<file path="config.mk">
export PLATFORM = sky130hd
export DESIGN_NAME = acr_readout
export DESIGN_NICKNAME = d
export VERILOG_FILES = /design/src/common/acr_pkg.sv /design/src/rtl/acr_readout.sv /design/src/rtl/acr_sync3.sv
export VERILOG_INCLUDE_DIRS = /design/src /design/src/common
export SDC_FILE = /design/constraint.sdc
export NUM_CORES = 1
export LEC_CHECK = 0
export ABC_AREA = 1
export BUFFER_PORTS_ARGS = -buffer_cell sky130_fd_sc_hd__buf_2
export CAP_MARGIN = 20
export CORE_UTILIZATION = 53
export DETAILED_ROUTE_END_ITERATION = 8
export PLACE_DENSITY_LB_ADDON = 0.15
export SLEW_MARGIN = 15
export SYNTH_ARGS = -nofsm -noshare
export SYNTH_HDL_FRONTEND = slang
export SYNTH_SLANG_ARGS = --single-unit
</file>
<file path="constraint.sdc">
create_clock -name clk_sys_i -period 2 [get_ports clk_sys_i]
set_input_delay 0.1 -clock clk_sys_i [delete_from_list [all_inputs] [get_ports clk_sys_i]]
set_output_delay 0.1 -clock clk_sys_i [all_outputs]
set_load 0.03 [all_outputs]
</file>
<file path="src/common/acr_defines.svh">
// Constants of the converter start and serial readout block.
// Assumes a 125 MHz system clock; included by bare name.
`ifndef ACR_DEFINES_SVH
`define ACR_DEFINES_SVH

// Result word and readout register widths
`define ACR_WORD_BITS 16
`define ACR_SR_BITS 17

// System clock period in ns
`define ACR_CLK_NS 8

// Conversion time window in ns, plain defaults
`define ACR_CONV_MIN_NS 400
`define ACR_CONV_MAX_NS 2000

// Window in clock cycles: least rounds up, longest rounds down
`define ACR_CONV_MIN_CYC ((`ACR_CONV_MIN_NS + `ACR_CLK_NS - 1) / `ACR_CLK_NS)
`define ACR_CONV_MAX_CYC (`ACR_CONV_MAX_NS / `ACR_CLK_NS)

// Falling edges that close a select-mode readout
`define ACR_FALLS_NOBUSY 5'h10
`define ACR_FALLS_BUSY 5'h11

`endif

</file>
<file path="src/common/acr_pkg.sv">
// Types of the converter start and serial readout block.
// Assumes nothing of its surroundings.
package acr_pkg;

   // Phase of the converter
   typedef enum logic [1:0] {
      ACR_IDLE,
      ACR_CONV,
      ACR_READ
   } acr_state_type;

endpackage

</file>
<file path="src/rtl/acr_readout.sv">
// Conversion start, mode choice and serial result readout of a
// 16-bit sampling converter, select mode and chain mode.
// Assumes the pins arrive asynchronously and are sampled here; the
// result word comes from the analog side and is stable at completion.
//
// What this block does
// - Select start: convert, select mode, output released
// - Serial input and start low: drive low
// - Select busy: output released then driven low
// - After conversion, acquire and power down
// - Shift MSB first on clock falling edges
// - Select busy ends at 17th fall or serial input high
// - Serial input low, clock low: chain, no busy
// - Chain no busy: MSB out at completion
// - Chain: serial input shifts in on falls
// - Serial input low, clock high: chain, busy
// - Chain busy: output high at completion
// - Serial input level at start picks mode
// - Word is 16 bits; select no-busy ends after 16
`timescale 1ns/1ns
`include "acr_defines.svh"
module acr_readout
   import acr_pkg::*;
(
   input wire logic clk_sys_i,
   input wire logic rst_i,
   input wire logic conv_start_i,
   input wire logic serial_in_i,
   input wire logic sck_i,
   input wire logic [15:0] sample_i,
   output logic serial_out_o,
   output logic serial_out_oe_n_o,
   output logic conv_active_o,
   output logic chain_mode_o,
   output logic busy_ind_o
);
   logic [2:0] pin_raw; // Pins in order: clock, serial input, start
   logic [2:0] pin_lvl; // Filtered pin levels
   logic cnv_f; // Filtered start line
   logic sdi_f; // Filtered serial input
   logic sck_f; // Filtered serial clock
   logic cnv_prev_q; // Start line one cycle ago
   logic sck_prev_q; // Serial clock one cycle ago
   logic cnv_rise; // Start line rising edge
   logic sck_fall; // Serial clock falling edge
   acr_state_type state_q; // Converter phase
   logic chain_q; // Chain mode chosen
   logic busy_q; // Busy indicator in effect
   logic sel_q; // Select mode word opened by serial input
   logic [8:0] conv_cnt_q; // Cycles spent converting
   logic [4:0] fall_cnt_q; // Falling edges while driving
   logic [16:0] sr_q; // Readout register, top bit drives the pin
   logic oe_n_q; // Output enable, low while driving
   logic conv_active_q; // Conversion circuitry powered
   logic start_w; // Conversion begins
   logic done_w; // Conversion completes this cycle
   logic busy_end_w; // Busy indicator decision at completion
   logic [16:0] load_w; // Register image at completion
   logic [16:0] shift_w; // Register image after one falling edge
   logic [4:0] last_w; // Falling edges that end a select readout
   logic cs_stop_w; // Select readout ends
   logic cs_open_w; // Select no-busy word opened
   logic read_quit_w; // Start line dropped, readout over
   logic [8:0] act_len_q; // Powered cycles, counted apart for the check

   // Pins cross into the system clock through filtered synchronisers
   assign pin_raw = {sck_i, serial_in_i, conv_start_i};
   generate
      for (genvar g = 0; g < 3; g++) begin : g_sync
         acr_sync3 u_sync (
            .clk_sys_i(clk_sys_i),
            .rst_i(rst_i),
            .async_i(pin_raw[g]),
            .level_o(pin_lvl[g])
         );
      end
   endgenerate
   assign cnv_f = pin_lvl[0];
   assign sdi_f = pin_lvl[1];
   assign sck_f = pin_lvl[2];

   // Edge detectors work on filtered levels only
   always_ff @(posedge clk_sys_i) begin
      if (rst_i) begin
         cnv_prev_q <= 1'b0;
         sck_prev_q <= 1'b0;
      end else begin
         cnv_prev_q <= cnv_f;
         sck_prev_q <= sck_f;
      end
   end
   assign cnv_rise = cnv_f & ~cnv_prev_q;
   assign sck_fall = ~sck_f & sck_prev_q;

   // Decoding of the sequence
   assign start_w = (state_q == ACR_IDLE) && cnv_rise;
   // Fixed at the least time; the window check below guards the bound
   assign done_w = (state_q == ACR_CONV) &&
                   (conv_cnt_q == 9'(`ACR_CONV_MIN_CYC - 1));
   // Select mode: busy if either line is low at the end
   assign busy_end_w = chain_q ? busy_q : (~cnv_f | ~sdi_f);
   // Busy modes place a start bit in front: low in select, high in chain
   assign load_w = busy_end_w ? {chain_q, sample_i} : {sample_i, 1'b0};
   // Without busy the spare low bit is skipped so upstream data follows
   assign shift_w = busy_q ? {sr_q[15:0], sdi_f} :
                    {sr_q[15:1], sdi_f, 1'b0};
   assign last_w = busy_q ? `ACR_FALLS_BUSY : `ACR_FALLS_NOBUSY;
   assign cs_stop_w = (state_q == ACR_READ) && !chain_q &&
                      ((sdi_f && (busy_q || sel_q)) ||
                       (sck_fall && !oe_n_q &&
                        fall_cnt_q == last_w - 5'h01));
   assign cs_open_w = (state_q == ACR_READ) && !chain_q && !busy_q &&
                      !sel_q && !sdi_f;
   assign read_quit_w = (state_q == ACR_READ) && !cnv_f;

   // Converter sequence: acquire, convert, read out
   always_ff @(posedge clk_sys_i) begin
      if (rst_i) begin
         state_q <= ACR_IDLE;
         chain_q <= 1'b0;
         busy_q <= 1'b0;
         sel_q <= 1'b0;
         conv_cnt_q <= 9'h000;
         fall_cnt_q <= 5'h00;
         sr_q <= 17'h00000;
         oe_n_q <= 1'b1;
         conv_active_q <= 1'b0;
      end else begin
         unique case (state_q)
            ACR_IDLE: begin
               if (start_w) begin
                  // Serial input level picks the mode, clock the busy in chain mode
                  state_q <= ACR_CONV;
                  chain_q <= ~sdi_f;
                  busy_q <= ~sdi_f & sck_f;
                  sel_q <= 1'b0;
                  conv_cnt_q <= 9'h000;
                  fall_cnt_q <= 5'h00;
                  sr_q <= 17'h00000;
                  oe_n_q <= sdi_f;
                  conv_active_q <= 1'b1;
               end else begin
                  // Idle pin: low when both lines low, else released
                  oe_n_q <= cnv_f | sdi_f;
               end
            end
            ACR_CONV: begin
               conv_cnt_q <= conv_cnt_q + 9'h001;
               if (done_w) begin
                  // Conversion ignores the start line until it ends
                  state_q <= ACR_READ;
                  busy_q <= busy_end_w;
                  sr_q <= load_w;
                  oe_n_q <= ~(chain_q | busy_end_w);
                  conv_active_q <= 1'b0;
               end
            end
            ACR_READ: begin
               if (read_quit_w || cs_stop_w) begin
                  state_q <= ACR_IDLE;
                  sr_q <= 17'h00000;
                  oe_n_q <= 1'b1;
               end else begin
                  if (cs_open_w) begin
                     sel_q <= 1'b1;
                     oe_n_q <= 1'b0;
                  end
                  if (sck_fall) begin
                     // Bits move only on falls, so stay valid on rises
                     sr_q <= shift_w;
                     if (!oe_n_q) begin
                        fall_cnt_q <= fall_cnt_q + 5'h01;
                     end
                  end
               end
            end
         endcase
      end
   end

   // Outputs straight from flip-flops
   assign serial_out_o = sr_q[16];
   assign serial_out_oe_n_o = oe_n_q;
   assign conv_active_o = conv_active_q;
   assign chain_mode_o = chain_q;
   assign busy_ind_o = busy_q;

   // Helper for the window check: counts powered cycles on its own, so
   // a wrong completion count in the sequencer cannot hide from it
   always_ff @(posedge clk_sys_i) begin
      if (rst_i) begin
         act_len_q <= 9'h000;
      end else if (conv_active_q) begin
         act_len_q <= act_len_q + 9'h001;
      end else begin
         act_len_q <= 9'h000;
      end
   end
endmodule // acr_readout

</file>
<file path="src/rtl/acr_sync3.sv">
// Three-stage synchroniser with agreement filter for one pin.
// Assumes an asynchronous input and a synchronous active-high reset.
`timescale 1ns/1ns
module acr_sync3 (
   input wire logic clk_sys_i,
   input wire logic rst_i,
   input wire logic async_i,
   output logic level_o
);
   logic s1_q; // First stage, read only by the second
   logic s2_q; // Second stage
   logic s3_q; // Third stage
   logic level_q; // Filtered level

   // A change counts once the second and third stages agree
   always_ff @(posedge clk_sys_i) begin
      if (rst_i) begin
         s1_q <= 1'b0;
         s2_q <= 1'b0;
         s3_q <= 1'b0;
         level_q <= 1'b0;
      end else begin
         s1_q <= async_i;
         s2_q <= s1_q;
         s3_q <= s2_q;
         if (s2_q == s3_q) begin
            level_q <= s3_q;
         end
      end
   end

   assign level_o = level_q;
endmodule // acr_sync3

</file>
After elaboration in Yosys (flattened, before gate mapping)
Index checks and enable logic that the tools add are counted.

word-level totals
  memories kept = 0
  output and inout bits = 5
  memory bits (read-only) = 0
  latch bits = 0
  input bits = 21
  logic and storage cells = 119
  bits in registers = 52
  memory bits (writable) = 0

operators by class
  bitwise operators = 11
  $lt $le $gt $ge = 0
  reductions and logical operators = 31
  equal/unequal tests = 16
  div/mod/pow operators = 0
  add/subtract/negate cells = 3
  multiply operators = 0
  shifts and indexed selects = 0
  mux-type cells = 35

operators with widths
  operator               number
  $mux W17               5
  $pmux W17 S3           1
  $mux W5                4
  $pmux W9 S2            1
  $mux W1                13
  $ne A2 B2 Y1 const B   6
  $logic_and A1 B1 Y1    11
  $pmux W5 S2            1
  $add A9 B1 Y9 const B  1
  $eq A9 B6 Y1 const B   1
  $mux W9                1
  $reduce_and A3 Y1      3
  $mux W2                4
  $logic_not A1 Y1       6
  $ne A3 B2 Y1 const B   2
  $pmux W1 S2            3
  $pmux W2 S3            1
  $reduce_and A2 Y1      3
  $add A5 B1 Y5 const B  1
  $eq A5 B5 Y1           1
  $not A1 Y1             5
  $reduce_and A5 Y1      1
  $sub A5 B1 Y5 const B  1
  $reduce_and A4 Y1      1
  10 further kinds       19

Depth between registers and ports, before layout
  depth after elaboration = 9
  depth in mapped cells = 14
  gate-level depth less buffers = 13

Cells and area by module
A second synthesis with hierarchy kept.

unflattened totals
  cells, all modules = 384
  area, all modules = 2753.9 µm²

modules (own cells, without submodules)
  module       area each (µm²)  seq. area each (µm²)  instances  cells an instance
  acr_readout  2389.8           800.8                 1          345
  acr_sync3    121.4            80.1                  3          13

Worst setup path after synthesis
Ideal clock, no wire load.

  kind = reg2reg
  start = register busy_q, in the netlist busy_ind_o
  end = register sr_q[0]
  path slack = 0.264 ns
  data required time = 1.930 ns
  path buffers = 2
  clock period less this slack = 1.736 ns
  stages on the path, launching flop included = 13
  setup time = 0.070 ns
  data arrival time = 1.666 ns
  cell sequence = dfxtp_1 buf_6 nor2_1 nand3_1 nand2_1 nand2_1 nand2_1 nand2_4 nand3_4 o21ai_4 buf_6 nand2_1 a21oi_2

on the way
  longest elaborated chain between the ends = 9
  elaborated cells on any way between the ends = 18
  those cells by class = 1 x add/sub; 2 x eq/ne; 8 x mux; 7 x reduce/logical

ends and longest elaborated chain
  item                                                         RTL line            text
  from (decl)                                                  acr_readout.sv:48   logic busy_q;
  from (signal assigned)                                       acr_readout.sv:135  busy_q <= ~sdi_f & sck_f;
  from (signal assigned)                                       acr_readout.sv:152  busy_q <= busy_end_w;
  $mux W1 (no line)                                            --
  $sub A5 B1 Y5                                                acr_readout.sv:111  fall_cnt_q == last_w - 5'h01));
  $eq A5 B5 Y1                                                 acr_readout.sv:111
  $logic_and A1 B1 Y1                                          acr_readout.sv:110  (sck_fall && !oe_n_q &&
  $logic_or A1 B1 Y1                                           acr_readout.sv:109  ((sdi_f && (busy_q || sel_q)) ||
  $logic_and A1 B1 Y1                                          acr_readout.sv:108  assign cs_stop_w = (state_q == ACR_READ) && !chain_q &&
  $logic_or A1 B1 Y1                                           acr_readout.sv:159  if (read_quit_w || cs_stop_w) begin
  $ne A3 B2 Y1 (no line) or $mux W17 (tied branches)           --
  $reduce_and A3 Y1 (no line) or $pmux W17 S3 (tied branches)  --
  to (signal assigned)                                         acr_readout.sv:153  sr_q <= load_w;
  to (signal assigned)                                         acr_readout.sv:170  sr_q <= shift_w;
  to (decl)                                                    acr_readout.sv:52   logic [16:0] sr_q;

Several ways; a longest one is shown, not always the timed one. The select of a mux whose other input is x is not followed.
A chain may end at the register's enable or synchronous reset.

Final worst setup path
  start = register busy_q, in the netlist busy_ind_o
  end = register sel_q

on the way
  longest elaborated chain between the ends = 9
  elaborated cells on any way between the ends = 16
  those cells by class = 1 x add/sub; 3 x eq/ne; 1 x mux; 11 x reduce/logical

ends and longest elaborated chain
  item                           RTL line            text
  $mux W1 (no line)              --
  $sub A5 B1 Y5                  acr_readout.sv:111
  $eq A5 B5 Y1                   acr_readout.sv:111
  $logic_and A1 B1 Y1            acr_readout.sv:110
  $logic_or A1 B1 Y1             acr_readout.sv:109
  $logic_and A1 B1 Y1            acr_readout.sv:108
  $logic_or A1 B1 Y1             acr_readout.sv:159
  $ne A2 B2 Y1 (no line)         --
  $reduce_and A4 Y1 (no line) *  --
  to (signal assigned)           acr_readout.sv:122  sel_q <= 1'b0;
  to (signal assigned)           acr_readout.sv:136  sel_q <= 1'b0;
  to (signal assigned)           acr_readout.sv:165  sel_q <= 1'b1;
  to (decl)                      acr_readout.sv:49   logic sel_q;

Every way passes the cells marked *; elsewhere a longest branch is shown, timed or not.

==> results.cfg <==
[status]
outcome = complete, no violations

[detailed_routing]
drcViolationCount = 0
first_pass_iters = 5
wl_per_cell_um = 12.47
ant_nets = 0
drt_iter0_markers = 188
viasPerCell = 5.420
vias = 2607
drt_wl_total_mm = 5.999

[global_routing]
gr-total-overflow = 0
grtUsageTotal_pct = 24.11
grt_pass1_wl_mm = 10.33
grt_max_degree = 38
grt_pass1_vias = 2373
antenna_found_initial = 0

[logic_synthesis]
synth-async-reset-ratio_pct = 0
ys_warn_count = 0
synth_edf_count = 0
syn_area_um2 = 2773
ys_seq_area_share_pct = 37.55
yosys.cell_types.count = 32
yosys_register_bits = 52
ys.flop_type = dfxtp_1
syn_avg_cell_area_um2 = 7.258
yosys.area.top_type = dfxtp_1
syn_nets = 409
yosys.area.top_type_share_pct = 37.55
synth_most_common_cell = nand2_1
synth_common_cells = nand2_1, dfxtp_1, inv_1
syn_inst = 382
synth_area_leaders = dfxtp_1, nand2_1, inv_1, a21oi_1, nand3_1

[clock_network]
numCtsBuffers = 5
cts-root-buf = clkbuf_8
clock_sinks = 52
cts_buffer_depth = 2
clk_pin_slew_ns = 0.10
cts_tree = built
htreeDepth = 2
worstSkewPairLatency_ns = 0.31

[power_and_ir_drop]
ir_drop_uv = 504.1
power_density_nw_per_um2 = 942.3
p_leak_nw = 1.332

[floorplanning]
die_h_um = 74.33
num_rows = 25
initial_core_util_pct = 56.82
die_area_um2 = 5525
io_pins = 26
die_w_um = 74.33
coreArea_um2 = 4880

[timing]
slew_headroom_pct = 69.25
setup_viol = 0
rsz0062_at_grt = no
skew_ns = 0.007101
drv_slew = 0
fmax_mhz = 562.3
finalCritPeriodShare_pct = 88.91
worst_slew_pin_slew_ns = 0.4613
finalSetupTns_ns = 0
fin_ws_ns = 0.2217
hold_viol_final = 0
layout_min_cycle_time_ns = 1.778

[hold_path]
holdPathStages = 3
hold_end = serial_out_oe_n_o
hold_start = rst_i
hold_path.class = in -> reg

[worst_setup_path]
startpoint_type = flip-flop
regToRegStartpoint = busy_ind_o
ff2ff_setup_slack_ns = 0.22
path_max_fanout = 11
ff2ff_path_depth = 11
crit_type = reg -> reg
rr_endpoint = sel_q
arrival_ns = 1.99
end_kind = flip-flop
cp.required_ns = 2.22

[cells_and_area]
final_nets = 440
drive_gt1_share_pct = 20.29
final_cells = 481
n_fill_cell = 469
utilization_pct = 64.15
diodes = 0
finalInstanceArea_um2 = 3131
syn2layout_area_growth_pct = 12.91

[placement]
dp_slack_ns = 0.1763
gp_congestion = 0.8469
placed_area_um2 = 2974
portBuffers = 25
hpwl_mm = 4.232
dp.cells = 468

[job]
drv_cap = 0
through the flow:
| step | power (mW) | hold slack [ns] |
|---|---|---|
| floorplan | 2.005 | 0.2070 |
| global placement | 2.254 | 0.3005 |
| detailed placement | 2.263 | 0.3072 |
| CTS | 2.885 | 0.1009 |
| global route | 3.134 | 0.1319 |
| finish | 2.950 | 0.1072 |
final cells by class:
cell class	count	area (um^2)	share of cell area [%]
tap	67	83.83	2.678
multi-input combinational	266	1466	46.84
clock inverter	3	25.02	0.7994
clock buffer	5	68.82	2.198
sequential	52	1041	33.25
inverter	46	172.7	5.516
timing repair buffer	42	272.8	8.713
cell usage in the layout, fill, tap and decap left out:
master,instances
nand2_1,69
dfxtp_1,52
inv_1,43
nor2_1,35
a21oi_1,30
nand3_1,28
buf_2,25
nand4_1,20
o21ai_0,18
o211ai_1,14
buf_4,13
a21oi_2,10
or2_2,7
ha_1,6
clkbuf_8,5
nand2_2,4
xor2_1,4
inv_2,3
nor2_4,3
dlygate4sd3_1,3
nor2_2,2
nand2_4,2
nor3_1,2
o21ai_4,2
nand3_2,2
a211oi_1,2
inv_6,2
nand3_4,1
o21ai_1,1
o21ai_2,1
and3_1,1
a31oi_1,1
o41ai_1,1
clkinvlp_4,1
buf_12,1
registers in the layout, indices dropped and copies added (netlist names):
name                   count
sr_q                      17
conv_cnt_q                 9
fall_cnt_q                 5
g_sync.u_sync.level_o      3
g_sync.u_sync.s1_q         3
g_sync.u_sync.s2_q         3
g_sync.u_sync.s3_q         3
state_q                    2
busy_ind_o                 1
chain_mode_o               1
cnv_prev_q                 1
conv_active_o              1
sck_prev_q                 1
sel_q                      1
serial_out_oe_n_o          1
what timing repair did:
action	CTS	global route
gates resized for setup	0	1
hold buffers	3	0
hold endpoints to repair	3	0
setup buffers	0	2
endpoints found under the setup margin	0	17
cells by family (layout without fill, tap and decap cells):
kind of cell               after synthesis  in the layout  share of synthesized area (%)
AOI/OAI and AO/OA                       80             80                          18.37
DFF                                     52             52                          37.55
and+or+nand+nor                        176            176                          30.37
buffers and inverters                   64             96                          9.747
xor gates and xnor gates                 4              4                          1.263
adders and majority gates                6              6                          2.708
power breakdown:
part	switching (mW)	total, mW	internal, mW
sequential	0.0450	1.14	1.10
combinational	0.784	1.19	0.405
clock	0.365	0.620	0.255
total	1.19	2.95	1.76
how the worst max path moves through the flow:
stage,startpoint,end,slack (ns)
after floorplan,busy_ind_o,sr_q[0],0.26
after detailed placement,busy_ind_o,sr_q[16],0.18
after global routing,state_q[1],conv_cnt_q[8],0.002
after CTS,busy_ind_o,sr_q[8],0.15
final,busy_ind_o,sel_q,0.22
after global placement,busy_ind_o,sr_q[3],0.27
per-layer routing:
layer	vias to the layer above	wire length (um)	track usage [%]
met5	-	0	0
met4	0	85	8.386
met3	7	295	4.607
met2	85	2761	40.00
met1	1186	2857	31.46
li1	1329	-	-
critical path: stages, from the launching register on:
cell     delay [ns]
dfxtp_1        0.53
nor2_1         0.07
nand3_1        0.08
nand2_1        0.05
nand2_1        0.05
nand2_1        0.07
nand2_4        0.15
o21ai_2        0.11
nor2_4         0.17
nand2_1        0.17
o21ai_0        0.18
nor2_1         0.06
No activity file was read; power rests on OpenSTA's default activity.
